[src/tbm_pkg.sv]
// Constants, encodings and timing for the temperature and battery monitor.
package tbm_pkg;

  // Byte addresses of the register file.
  localparam logic [15:0] OFS_VCO_TEST = 16'h2500;
  localparam logic [15:0] OFS_LOAD = 16'h2704;
  localparam logic [15:0] OFS_TEMP_HI = 16'h2881;
  localparam logic [15:0] OFS_TEMP_LO = 16'h2882;
  localparam logic [15:0] OFS_BATT = 16'h2885;
  localparam logic [15:0] OFS_CTRL = 16'h28A0;
  localparam logic [15:0] OFS_START = 16'h28B4;

  // Field positions.
  localparam int BIT_LOAD = 3;
  localparam int BIT_BSEL = 7;
  localparam int BIT_PWR = 6;
  localparam int BIT_BATEN = 4;
  localparam int BIT_BUSY = 3;
  localparam int BIT_START = 6;
  localparam int POS_TEMP_LO = 5;

  // Values after reset.
  localparam logic [1:0] RST_VCO_TEST = 2'h0;
  localparam logic [2:0] RST_PERIOD = 3'h0;
  localparam logic RST_BIT = 1'b0;

  // Period field codes and the exponent base of the automatic period.
  localparam logic [2:0] PER_MANUAL = 3'h0;
  localparam logic [2:0] PER_LAST_TIMED = 3'h6;
  localparam logic [2:0] PER_CONT = 3'h7;
  localparam logic [3:0] PER_EXP_BASE = 4'h3;

  // Timing.
  localparam int CLK_FREQ_HZ = 100_000_000;
  localparam int COMMIT_TIME_MS = 6;
  localparam int SEC_TIME_S = 1;
  localparam int COMMIT_CYCLES = COMMIT_TIME_MS * (CLK_FREQ_HZ / 1000);
  localparam int SEC_CYCLES = SEC_TIME_S * CLK_FREQ_HZ;

  // Power mode codes on the mode input.
  typedef enum logic [1:0] {
    MODE_MAINS = 2'h0,
    MODE_BROWNOUT = 2'h1,
    MODE_DISPLAY = 2'h2,
    MODE_SLEEP = 2'h3
  } power_mode_e;

  // Measurement sequencer states.
  typedef enum logic [1:0] {
    ST_IDLE = 2'h0,
    ST_RUN = 2'h1,
    ST_FINISH = 2'h3
  } meas_state_e;

endpackage : tbm_pkg

[src/tbm_sync3.sv]
// Three-stage input synchroniser with agreement filter.
`timescale 1ns/10ps
module tbm_sync3 #(
  parameter int W = 1
) (
  // Clock and synchronous-released reset.
  input wire logic clk,
  input wire logic rst_n,
  // Asynchronous input and its filtered copy.
  input wire logic [W-1:0] d,
  output logic [W-1:0] q
);

  logic [W-1:0] s1_reg;
  logic [W-1:0] s2_reg;
  logic [W-1:0] s3_reg;
  logic [W-1:0] q_next;

  // Each bit follows only once stages two and three agree.
  always_comb
  begin
    q_next = (s2_reg & ~(s2_reg ^ s3_reg)) | (q & (s2_reg ^ s3_reg));
  end

  // Shift chain; the first stage feeds only the second.
  always_ff @(posedge clk or negedge rst_n)
  begin
    if (!rst_n)
    begin
      s1_reg <= '0;
      s2_reg <= '0;
      s3_reg <= '0;
      q <= '0;
    end
    else
    begin
      s1_reg <= d;
      s2_reg <= s1_reg;
      s3_reg <= s2_reg;
      q <= q_next;
    end
  end

endmodule : tbm_sync3

[src/tbm_monitor.sv]
// Temperature sensor and battery monitor control with register file.
// Summary of operation
// - Period 0 manual, 1-6 two^(3+n) s, 7 continuous.
// - Battery enable adds battery reading to measurement.
// - Start bit works only with period zero.
// - Start bit ignored in sleep and display modes.
// - Hardware clears start bit when measurement completes.
// - Supply select: one digital rail, zero clock battery.
// - Sleep and display modes force clock battery supply.
// - Battery select: one main, zero clock battery.
// - Nonzero oscillator test field runs oscillator continuously.
// - Result split: eight high bits, three low bits.
// - Battery reading held in read-only register.
// - Load bit loads the selected battery.
// - Load applied only in mains mode.
// - Mains, brownout manual; sleep, display use period.
// - Control byte write sets busy and locks control byte writes.
// - Temperature result is two's complement eleven bits.
`timescale 1ns/10ps
module tbm_monitor #(
  parameter int COMMIT_CYCLES = tbm_pkg::COMMIT_CYCLES,
  parameter int SEC_CYCLES = tbm_pkg::SEC_CYCLES
) (
  // Clock and reset.
  input wire logic CLK,
  input wire logic RST_N,
  // Register port.
  input wire logic [15:0] ADDR,
  input wire logic [7:0] WDATA,
  input wire logic WR,
  input wire logic RD,
  output logic [7:0] RDATA,
  // Power mode from the supply controller.
  input wire logic [1:0] POWER_MODE,
  // Sensing front end.
  input wire logic MEAS_DONE,
  input wire logic [10:0] MEAS_TEMP,
  input wire logic [7:0] MEAS_BATT,
  output logic MEAS_REQ,
  output logic MEAS_BATT_EN,
  output logic SUPPLY_DIGITAL,
  output logic BATT_SEL_MAIN,
  output logic BATT_LOAD_ON,
  output logic VCO_FREE_RUN
);

  localparam int CW = $clog2(COMMIT_CYCLES + 1);
  localparam int PW = $clog2(SEC_CYCLES + 1);
  localparam logic [CW-1:0] COMMIT_LOAD = CW'(COMMIT_CYCLES);
  localparam logic [PW-1:0] SEC_LAST = PW'(SEC_CYCLES - 1);

  // Reset release chain.
  logic rst_meta_reg;
  logic rst_n_int;

  always_ff @(posedge CLK or negedge RST_N)
  begin
    if (!RST_N)
    begin
      rst_meta_reg <= 1'b0;
      rst_n_int <= 1'b0;
    end
    else
    begin
      rst_meta_reg <= 1'b1;
      rst_n_int <= rst_meta_reg;
    end
  end

  // Mode and done pass the three-stage synchroniser together.
  logic [2:0] sync_q;
  logic [1:0] mode;
  logic done_q;
  logic low_power;
  logic mains;

  tbm_sync3 #(
    .W(3)
  ) u_sync (
    .clk(CLK),
    .rst_n(rst_n_int),
    .d({MEAS_DONE, POWER_MODE}),
    .q(sync_q)
  );

  // Mode decode.
  always_comb
  begin
    mode = sync_q[1:0];
    done_q = sync_q[2];
    low_power = (mode == tbm_pkg::MODE_SLEEP) || (mode == tbm_pkg::MODE_DISPLAY);
    mains = (mode == tbm_pkg::MODE_MAINS);
  end

  // Control state.
  logic [1:0] test_reg, test_next;
  logic load_reg, load_next;
  logic bsel_reg, bsel_next;
  logic pwr_reg, pwr_next;
  logic baten_reg, baten_next;
  logic [2:0] per_reg, per_next;
  logic start_reg, start_next;
  logic [CW-1:0] commit_reg, commit_next;
  logic busy;
  logic start_ok;
  logic wr_start;
  logic meas_end;
  tbm_pkg::meas_state_e state_reg, state_next;

  // Register writes, commit lockout and start handling.
  always_comb
  begin
    test_next = test_reg;
    load_next = load_reg;
    bsel_next = bsel_reg;
    pwr_next = pwr_reg;
    baten_next = baten_reg;
    per_next = per_reg;
    start_next = start_reg;
    commit_next = commit_reg;
    busy = (commit_reg != '0);
    start_ok = (per_reg == tbm_pkg::PER_MANUAL) && !low_power;
    wr_start = WR && (ADDR == tbm_pkg::OFS_START) && start_ok;
    meas_end = (state_reg == tbm_pkg::ST_RUN) && done_q;
    if (busy)
    begin
      commit_next = commit_reg - CW'(1);
    end
    if (WR && (ADDR == tbm_pkg::OFS_VCO_TEST))
    begin
      test_next = WDATA[1:0];
    end
    if (WR && (ADDR == tbm_pkg::OFS_LOAD))
    begin
      load_next = WDATA[tbm_pkg::BIT_LOAD];
    end
    if (WR && (ADDR == tbm_pkg::OFS_CTRL) && !busy)
    begin
      bsel_next = WDATA[tbm_pkg::BIT_BSEL];
      pwr_next = WDATA[tbm_pkg::BIT_PWR];
      baten_next = WDATA[tbm_pkg::BIT_BATEN];
      per_next = WDATA[2:0];
      commit_next = COMMIT_LOAD;
    end
    if (meas_end)
    begin
      start_next = 1'b0;
    end
    if (wr_start)
    begin
      start_next = WDATA[tbm_pkg::BIT_START];
    end
  end

  always_ff @(posedge CLK or negedge rst_n_int)
  begin
    if (!rst_n_int)
    begin
      test_reg <= tbm_pkg::RST_VCO_TEST;
      load_reg <= tbm_pkg::RST_BIT;
      bsel_reg <= tbm_pkg::RST_BIT;
      pwr_reg <= tbm_pkg::RST_BIT;
      baten_reg <= tbm_pkg::RST_BIT;
      per_reg <= tbm_pkg::RST_PERIOD;
      start_reg <= tbm_pkg::RST_BIT;
      commit_reg <= '0;
    end
    else
    begin
      test_reg <= test_next;
      load_reg <= load_next;
      bsel_reg <= bsel_next;
      pwr_reg <= pwr_next;
      baten_reg <= baten_next;
      per_reg <= per_next;
      start_reg <= start_next;
      commit_reg <= commit_next;
    end
  end

  // Automatic period timer.
  logic [PW-1:0] pre_reg, pre_next;
  logic [9:0] sec_reg, sec_next;
  logic due_reg, due_next;
  logic timed;
  logic cont;
  logic [9:0] sec_limit;
  logic [3:0] exp_sel;

  // Seconds prescaler and period compare; timed wakes only in low power.
  always_comb
  begin
    pre_next = pre_reg;
    sec_next = sec_reg;
    due_next = due_reg;
    exp_sel = tbm_pkg::PER_EXP_BASE + {1'b0, per_reg};
    sec_limit = 10'((11'h001 << exp_sel) - 11'h001);
    timed = low_power && (per_reg != tbm_pkg::PER_MANUAL)
      && (per_reg <= tbm_pkg::PER_LAST_TIMED);
    cont = low_power && (per_reg == tbm_pkg::PER_CONT);
    if (!timed)
    begin
      pre_next = '0;
      sec_next = '0;
      due_next = 1'b0;
    end
    else
    begin
      if (pre_reg == SEC_LAST)
      begin
        pre_next = '0;
        if (sec_reg >= sec_limit)
        begin
          sec_next = '0;
          due_next = 1'b1;
        end
        else
        begin
          sec_next = sec_reg + 10'h001;
        end
      end
      else
      begin
        pre_next = pre_reg + PW'(1);
      end
      // The wake request is consumed once the sequencer has launched; a new period end wins.
      if ((state_reg == tbm_pkg::ST_RUN) && !((pre_reg == SEC_LAST) && (sec_reg >= sec_limit)))
      begin
        due_next = 1'b0;
      end
    end
  end

  always_ff @(posedge CLK or negedge rst_n_int)
  begin
    if (!rst_n_int)
    begin
      pre_reg <= '0;
      sec_reg <= '0;
      due_reg <= 1'b0;
    end
    else
    begin
      pre_reg <= pre_next;
      sec_reg <= sec_next;
      due_reg <= due_next;
    end
  end

  // Measurement sequencer and result registers.
  logic run_bat_reg, run_bat_next;
  logic [10:0] temp_reg, temp_next;
  logic [7:0] batt_reg, batt_next;

  // Request, wait for done, capture temperature and, if enabled, battery in one edge, wait done low.
  always_comb
  begin
    state_next = state_reg;
    run_bat_next = run_bat_reg;
    temp_next = temp_reg;
    batt_next = batt_reg;
    unique case (state_reg)
      tbm_pkg::ST_IDLE:
      begin
        if ((start_reg && start_ok) || due_reg || cont)
        begin
          state_next = tbm_pkg::ST_RUN;
          run_bat_next = baten_reg;
        end
      end
      tbm_pkg::ST_RUN:
      begin
        if (done_q)
        begin
          state_next = tbm_pkg::ST_FINISH;
          temp_next = MEAS_TEMP;
          if (run_bat_reg)
          begin
            batt_next = MEAS_BATT;
          end
        end
      end
      tbm_pkg::ST_FINISH:
      begin
        if (!done_q)
        begin
          state_next = tbm_pkg::ST_IDLE;
        end
      end
      default:
      begin
        state_next = tbm_pkg::ST_IDLE;
      end
    endcase
  end

  always_ff @(posedge CLK or negedge rst_n_int)
  begin
    if (!rst_n_int)
    begin
      state_reg <= tbm_pkg::ST_IDLE;
      run_bat_reg <= 1'b0;
      temp_reg <= '0;
      batt_reg <= '0;
    end
    else
    begin
      state_reg <= state_next;
      run_bat_reg <= run_bat_next;
      temp_reg <= temp_next;
      batt_reg <= batt_next;
    end
  end

  // Registered outputs and read data.
  logic [7:0] rdata_next;
  logic req_next;
  logic bat_en_next;
  logic supply_next;
  logic load_on_next;
  logic vco_next;

  // Output decode and read multiplexer; unmapped reads return zero.
  always_comb
  begin
    req_next = (state_next == tbm_pkg::ST_RUN);
    bat_en_next = (state_next == tbm_pkg::ST_RUN) && run_bat_next;
    supply_next = pwr_reg && !low_power;
    load_on_next = load_reg && mains;
    vco_next = (test_reg != 2'h0);
    rdata_next = 8'h00;
    if (RD)
    begin
      unique case (ADDR)
        tbm_pkg::OFS_VCO_TEST: rdata_next = {6'h00, test_reg};
        tbm_pkg::OFS_LOAD: rdata_next[tbm_pkg::BIT_LOAD] = load_reg;
        tbm_pkg::OFS_TEMP_HI: rdata_next = temp_reg[10:3];
        tbm_pkg::OFS_TEMP_LO: rdata_next[7:tbm_pkg::POS_TEMP_LO] = temp_reg[2:0];
        tbm_pkg::OFS_BATT: rdata_next = batt_reg;
        tbm_pkg::OFS_CTRL:
        begin
          rdata_next[tbm_pkg::BIT_BSEL] = bsel_reg;
          rdata_next[tbm_pkg::BIT_PWR] = pwr_reg;
          rdata_next[tbm_pkg::BIT_BATEN] = baten_reg;
          rdata_next[tbm_pkg::BIT_BUSY] = busy;
          rdata_next[2:0] = per_reg;
        end
        tbm_pkg::OFS_START: rdata_next[tbm_pkg::BIT_START] = start_reg;
        default: rdata_next = 8'h00;
      endcase
    end
  end

  always_ff @(posedge CLK or negedge rst_n_int)
  begin
    if (!rst_n_int)
    begin
      RDATA <= 8'h00;
      MEAS_REQ <= 1'b0;
      MEAS_BATT_EN <= 1'b0;
      SUPPLY_DIGITAL <= 1'b0;
      BATT_SEL_MAIN <= 1'b0;
      BATT_LOAD_ON <= 1'b0;
      VCO_FREE_RUN <= 1'b0;
    end
    else
    begin
      RDATA <= rdata_next;
      MEAS_REQ <= req_next;
      MEAS_BATT_EN <= bat_en_next;
      SUPPLY_DIGITAL <= supply_next;
      BATT_SEL_MAIN <= bsel_reg;
      BATT_LOAD_ON <= load_on_next;
      VCO_FREE_RUN <= vco_next;
    end
  end
endmodule : tbm_monitor

[config.mk]
export PLATFORM = sky130hd
export DESIGN_NAME = tbm_monitor
export DESIGN_NICKNAME = d
export VERILOG_FILES = /design/src/tbm_pkg.sv /design/src/tbm_sync3.sv /design/src/tbm_monitor.sv
export SDC_FILE = /design/constraint.sdc
export NUM_CORES = 1
export LEC_CHECK = 0
export ABC_AREA = 1
export BUFFER_PORTS_ARGS = -buffer_cell sky130_fd_sc_hd__buf_4
export CAP_MARGIN = 20
export CORE_ASPECT_RATIO = 0.75
export CORE_MARGIN = 1.5
export CORE_UTILIZATION = 35
export CTS_BUF_LIST = sky130_fd_sc_hd__clkbuf_8
export DETAILED_ROUTE_END_ITERATION = 12
export GPL_TIMING_DRIVEN = 0
export HOLD_SLACK_MARGIN = 0.15
export PLACE_DENSITY = 0.58
export SLEW_MARGIN = 10
export SYNTH_ARGS = -nofsm -noshare
export SYNTH_HDL_FRONTEND = slang
export SYNTH_SLANG_ARGS = --single-unit
[constraint.sdc]
create_clock -name CLK -period 4.9 [get_ports CLK]
set_input_delay 0.98 -clock CLK [delete_from_list [all_inputs] [get_ports CLK]]
set_output_delay 0.98 -clock CLK [all_outputs]
set_load 0.05 [all_outputs]
==> impl_metrics.py, run 1 <==
metrics = {
    "run_status": {
        "status": "completed",
    },
    "worst_setup_path": {
        "crit_required_ns": 5.28,
        "r2r_start": "per_reg[1]$_DFFE_PN0P_",
        "critical_path.max_fanout": 8,
        "crit_slowest_cell": "dfrtp_1",
        "rrSetupSlack_ns": 2.67,
        "cp_cell_sequence": "clkbuf_2, nand2_1, nor2_1, inv_1, ha_1, nand2_1, inv_1, nor2_1, o21a_1, nand3_1, inv_1, nand4_1, nand2_1",
        "critPathLaunch": "per_reg[1]$_DFFE_PN0P_",
        "arrival_ns": 2.61,
        "critical_path.max_stage_delay_ns": 0.32,
        "critPathKind": "flop to flop",
        "start_kind": "flop",
        "end_kind": "flop",
    },
    "global_routing": {
        "first_global_vias": 5177,
        "grt_max_degree": 61,
        "antenna_found_initial": 0,
        "met3_usage": 0.03639,
        "grt_pass1_wl_mm": 25.44,
        "gr-total-overflow": 0,
        "grt.busiest_layer": "met1",
        "grtUsageMet2": 0.2368,
        "grtUsageTotal": 0.1747,
        "grt_use_met1": 0.2701,
    },
    "detailed_routing": {
        "drc_errors": 0,
        "routed_via_density": 4.573,
        "drt_iter0_drc": 350,
        "postRouteAntennaNets": 0,
        "first_pass_iters": 5,
        "via_count": 5241,
        "drt-wirelength-per-cell_microns": 12.80,
        "wl_mm": 14.67,
    },
    "yosys": {
        "synth_cells": 806,
        "synth.ff_latch_count": 118,
        "ys_seq_area_frac": 0.4700,
        "synth_area_leaders": "dfrtp_1 47%, nand2_1 11%, nor2_1 8.6%",
        "synth_cell_type_count": 39,
        "syn_area_sq_um": 6282,
        "synth_top_area_frac": 0.4700,
        "yosysWarnings": 0,
        "avgSynthCellArea_sq_um": 7.794,
        "synth_area_leader_cell": "dfrtp_1",
    },
    "floorplanning": {
        "die_w_microns": 157.7,
        "die-area_sq_um": 18770,
        "die_h_microns": 119.0,
        "num_rows": 42,
        "initial_utilization": 0.3569,
        "core-area_sq_um": 17600,
        "io-pin-count": 64,
    },
    "placed_design": {
        "place.gp.congestion": 0.8692,
        "numPortBuffers": 62,
        "hpwl_mm": 11.04,
    },
    "finish": {
        "nets": 955,
        "drive_above_1_share": 0.1571,
        "syn_to_final_growth_pct": 20.47,
        "antenna-diode-count": 0,
        "largest_register_ffs": 27,
        "layout_common_cells": "190 x nand2_1, 144 x nor2_1, 117 x dfrtp_1",
        "layout_commonest_cell": "nand2_1",
    },
    "hold_path": {
        "hold_class": "input pin to async pin",
    },
    "sta": {
        "finalMaxSlewViolations": 0,
        "fmax_mhz": 447.5,
        "whs_ns": 0.3075,
        "finalSetupViolCount": 0,
        "worst_pin_slew_ns": 0.7786,
        "fin_skew_ns": 0.01761,
        "rsz0062_at_grt": "no",
        "finalCriticalPeriod_ns": 2.235,
        "post-route-period-util": 0.4560,
        "max-slew-margin-rel": 0.4809,
        "hold_viol_final": 0,
    },
    "cts": {
        "cts_hold_buf": 0,
        "post-cts-setup-buffers": 0,
        "cts_tree": "yes",
        "path_clk_slew_ns": 0.07,
        "cts_buffers": 17,
        "clockBufferDepth": 2,
        "clock_sinks": 118,
        "cts-resized-gates": 0,
        "clock_latency_ns": 0.45,
        "cts-root-buf": "clkbuf_8",
        "htreeDepth": 4,
    },
    "pwr": {
        "power_switching_mw": 0.6706,
        "p_sw_frac": 0.2673,
        "p_int_mw": 1.838,
        "power.total_mw": 2.509,
        "p_comb_frac": 0.117,
        "vdd_drop_max_uv": 170.1,
        "p_leak_nw": 3.728,
        "clock_power_share": 0.424,
        "power_frac_seq": 0.458,
        "powerDensity_nw_per_um2": 331.5,
    },
    "flow_run": {
        "maxCapViolCount": 0,
    },
}
==> routing by layer <==
metal,vias to the layer above,part of all wire
li1,2722,-
met1,2407,0.54
met2,95,0.39
met3,17,0.051
met4,0,0.013
met5,-,0
==> critical path, delay by kind of cell (launching register included) <==
| family | cells | cell delay [ns] |
|---|---|---|
| compound gates | 1 | 0.13 |
| buf+inv | 4 | 0.59 |
| flops | 1 | 0.32 |
| simple gates | 7 | 0.84 |
| fa+ha+maj | 1 | 0.32 |
==> synth_stat cells <==
cell and instances:
nand3_4 1, a21oi_1 20, nand3_1 60, xnor2_1 4, xor2_1 22, o21a_1 1
a31oi_1 2, clkinv_1 1, nand3_2 1, nand2_2 4, nand3b_1 2, conb_1 1
nor2_4 6, o21ai_0 19, nor2_2 10, buf_6 3, ha_1 14, inv_2 4
maj3_1 3, nand4_1 31, a21o_1 1, o22ai_1 2, nor3b_1 1, nor2_1 144
nor2_8 1, mux2_2 5, nor3_2 2, clkbuf_1 1, or2_2 3, dfrtp_1 118
inv_1 102, nand2b_1 1, nor3_1 16, o31a_1 1, nand4_2 1, clkbuf_2 2
and3_1 2, buf_2 4, nand2_1 190
==> through the flow <==
step             util  TNS [ns]  std cells  setup slack (ns)  cell area, sq um
2_1_floorplan       -         0        809             1.369              6294
3_3_place_gp   0.4011    -20.06       1113           -0.1835              7062
3_5_place_dp   0.4029         0       1114             2.384              7093
4_1_cts        0.4299         0       1146             2.640              7569
5_1_grt        0.4299         0       1146             2.302              7569
6_report       0.4299         0       1146             2.665              7569
==> path summary, 6_finish.rpt <==
path | end | depth (start not counted)
min in group CLK | u_sync.s2_reg[1]$_DFF_PN0_ | 0
max | sec_reg[5]$_DFFE_PN0N_ | 13
max in group asynchronous | SUPPLY_DIGITAL$_DFF_PN0_ | 1
min reg2reg | u_sync.s2_reg[1]$_DFF_PN0_ | 0
max reg2reg | sec_reg[5]$_DFFE_PN0N_ | 13
min | rst_n_int$_DFF_PN0_ | 1
==> power by group through the flow <==
| stage | Clock, mW | Combinational, mW | Sequential, mW |
|---|---|---|---|
| after floorplan | 0 | 0.158 | 1.18 |
| after global placement | 0 | 0.281 | 1.18 |
| after detailed placement | 0 | 0.298 | 1.17 |
| after CTS | 1.09 | 0.299 | 1.15 |
| after global routing | 1.14 | 0.333 | 1.16 |
| final | 1.06 | 0.294 | 1.15 |
==> area by class of cell <==
| type | count | area, sq um |
|---|---|---|
| multi-input cells | 574 | 2872 |
| well taps | 242 | 302.8 |
| repair buffers | 63 | 493.0 |
| fillers | 1805 | 10040 |
| plain buffers | 10 | 67.56 |
| clock inverters | 12 | 200.2 |
| clock buffers | 20 | 275.3 |
| flip-flops and latches | 118 | 2957 |
| inverters | 107 | 401.6 |
==> kinds of logic (layout without fill, tap and decap cells) <==
| kind of cell | count (synthesis) | in the layout | synth area share |
|---|---|---|---|
| DFF | 118 | 118 | 0.4700 |
| muxes | 5 | 5 | 0.008962 |
| other | 1 | 4 | 0.0005969 |
| AOI/OAI and AO/OA | 46 | 46 | 0.03884 |
| buffers and inverters | 117 | 212 | 0.07468 |
| xor gates and xnor gates | 26 | 26 | 0.03625 |
| adders and majority gates | 17 | 17 | 0.03266 |
| and+or+nand+nor | 476 | 476 | 0.3380 |
No activity file was read; power rests on OpenSTA's default activity.
==> inputs of run 2 (changes only) <==
--- a/config.mk
+++ b/config.mk
@@ -15,7 +15,7 @@
 export DETAILED_ROUTE_END_ITERATION = 12
 export GPL_TIMING_DRIVEN = 0
 export HOLD_SLACK_MARGIN = 0.15
-export PLACE_DENSITY = 0.58
+export PLACE_DENSITY = 0.6
 export SLEW_MARGIN = 10
 export SYNTH_ARGS = -nofsm -noshare
 export SYNTH_HDL_FRONTEND = slang
==> constraint.sdc (replaced) <==
create_clock -name CLK -period 1.9 [get_ports CLK]
set_input_delay 0.38 -clock CLK [delete_from_list [all_inputs] [get_ports CLK]]
set_output_delay 0.38 -clock CLK [all_outputs]
set_load 0.05 [all_outputs]
==> run 2 against run 1 <==
Compared with the run above:
- power up 130%
- flip-flop and latch count unchanged
- clock power up 95%
- clock-buffer cell count down 1
- sequential share of layout area down 0.66 points
- maximum frequency up 25%
- critical path depth unchanged
- global-route usage down 0.90 points
- worst hold slack worse by 0.14 ns
- register-to-register slack worse by 2.6 ns
==> impl_metrics.py, run 2 (synthesized netlist as in run 1, its figures left out) <==
metrics = {
    "sta": {
        "fin_skew_ns": 0.009804,
        "finalSetupViolCount": 0,
        "post-route-period-util": 0.9399,
        "fmax_mhz": 559.9,
        "max-slew-margin-rel": 0.4770,
        "finalCriticalPeriod_ns": 1.786,
        "hold_viol_final": 0,
        "worst_pin_slew_ns": 0.7846,
        "finalMaxSlewViolations": 0,
    },
    "finish": {
        "layout.cells.non_filler": 1160,
        "antenna-diode-count": 0,
        "layout_commonest_cell": "nand2_1",
        "largest_register_ffs": 27,
        "layout_common_cells": "186 x nand2_1, 140 x nor2_1, 116 x dfrtp_1",
        "final_cell_area_sq_um": 7702,
        "nets": 971,
        "syn_to_final_growth_pct": 22.61,
        "drive_above_1_share": 0.1797,
        "fill_cells": 1782,
    },
    "floorplanning": {
        "initial_utilization": 0.3569,
        "die_h_microns": 119.0,
        "io-pin-count": 64,
        "num_rows": 42,
        "die_w_microns": 157.7,
        "die-area_sq_um": 18770,
        "core-area_sq_um": 17600,
    },
    "worst_setup_path": {
        "critPathKind": "flop to flop",
        "crit_required_ns": 2.25,
        "crit_buf_inv": 3,
        "start_kind": "flop",
        "reg2reg_depth": 13,
        "arrival_ns": 2.14,
        "crit_slowest_cell": "dfrtp_1",
        "critical_path.max_fanout": 7,
        "cp.depth": 13,
        "critical_path.max_stage_delay_ns": 0.34,
        "crit_family": "simple AND/OR/NAND/NOR gates",
        "cp_cell_sequence": "buf_6, nand2_4, nor2_4, inv_2, ha_4, nand2_2, inv_1, nor2_2, o21a_1, nand3_4, nor2_1, nand3_1, nand2_1",
        "end_kind": "flop",
    },
    "global_routing": {
        "grt_max_degree": 61,
        "grt_pass1_wl_mm": 24.39,
        "grtUsageTotal": 0.1657,
        "antenna_found_initial": 0,
        "gr-total-overflow": 0,
        "first_global_vias": 4995,
    },
    "cts": {
        "cts_buffers": 17,
        "clock_latency_ns": 0.42,
        "path_clk_slew_ns": 0.07,
        "cts-root-buf": "clkbuf_8",
        "clockBufferDepth": 2,
        "cts_tree": "yes",
        "htreeDepth": 4,
        "clock_sinks": 118,
    },
    "detailed_routing": {
        "first_pass_iters": 5,
        "dr_wl_met2_mm": 5.773,
        "postRouteAntennaNets": 0,
        "drt-wirelength-per-cell_microns": 12.68,
        "met3RoutedLength_microns": 591,
        "routed_via_density": 4.618,
        "via_count": 5357,
        "drt_iter0_drc": 348,
        "wl_mm": 14.70,
        "drc_errors": 0,
        "wl_met1_mm": 8.202,
        "top_layer": "met4",
    },
    "placed_design": {
        "numPortBuffers": 62,
        "placed_cells": 1114,
        "hpwl_mm": 11.09,
        "dpl-instance-area_sq_um": 7093,
        "place.gp.congestion": 0.8415,
    },
    "pwr": {
        "powerDensity_nw_per_um2": 755.5,
        "p_leak_nw": 3.787,
        "vdd_drop_max_uv": 376.6,
    },
    "flow_run": {
        "maxCapViolCount": 0,
    },
    "hold_path": {
        "hold_class": "input pin to flop",
        "hold_depth": 3,
    },
    "run_status": {
        "status": "completed",
    },
}
run 2: worst paths after layout:
path                                            startpoint  slack (ns)                    endpoint
worst min register to register  u_sync.s1_reg[2]$_DFF_PN0_        0.35  u_sync.s2_reg[2]$_DFF_PN0_
worst max-delay path                per_reg[1]$_DFFE_PN0P_        0.11      sec_reg[9]$_DFFE_PN0N_
worst max register to register      per_reg[1]$_DFFE_PN0P_        0.11      sec_reg[9]$_DFFE_PN0N_
worst min-delay path                          MEAS_TEMP[5]        0.17     temp_reg[5]$_DFFE_PN0P_
max in group asynchronous              rst_n_int$_DFF_PN0_        0.72      per_reg[0]$_DFFE_PN0P_
min in group asynchronous                            RST_N        0.26         rst_n_int$_DFF_PN0_
run 2: repair_timing:
item / in CTS / in global routing
setup endpoints to repair: 13 / 30
pin swaps: 1 / 11
hold endpoints to repair: 10 / 0
gates resized for setup: 9 / 27
buffers inserted: 0 / 7
hold buffers: 9 / 0
run 2: tightest hold or removal path: cells and delay by family:
| kind | cells | cell delay (ns) |
|---|---|---|
| AND/OR/NAND/NOR | 2 | 0.10 |
| buffers and inverters | 1 | 0.08 |
run 2: report_power, final:
part | internal [mW] | switching, mW
clock | 1.07 | 1.00
combinational | 0.312 | 0.465
sequential | 2.78 | 0.193
total | 4.16 | 1.66
run 2: routing by layer:
| metal | track usage | up-vias |
|---|---|---|
| met3 | 0.03311 | 14 |
| met1 | 0.2632 | 2486 |
| met5 | 0 | - |
| met4 | 0.03892 | 0 |
| li1 | - | 2760 |
| met2 | 0.2262 | 97 |
run 2: area by class of cell:
| cell class | count | area (sq um) | share of cell area |
|---|---|---|---|
| flip-flops and latches | 118 | 2958 | 0.3840 |
| well taps | 242 | 302.8 | 0.03931 |
| multi-input cells | 574 | 2972 | 0.3858 |
| repair buffers | 79 | 635.6 | 0.08252 |
| inverters | 107 | 404.1 | 0.05247 |
| clock inverters | 11 | 88.84 | 0.01153 |
| plain buffers | 10 | 80.08 | 0.01040 |
| clock buffers | 19 | 261.5 | 0.03395 |
run 2: stage by stage:
stage | hold WS (ns) | total power, mW | utilization | TNS [ns] | setup slack [ns]
after floorplan | 0.08441 | 3.454 | - | 0 | 0.08111
after global placement | 0.1637 | 3.759 | 0.4014 | -2.694 | -0.3081
after detailed placement | 0.1643 | 3.779 | 0.4029 | -2.879 | -0.3280
after CTS | 0.1534 | 5.885 | 0.4302 | 0 | 0.007586
after global routing | 0.1588 | 6.121 | 0.4375 | -0.02503 | -0.02434
final | 0.1698 | 5.819 | 0.4375 | 0 | 0.1141
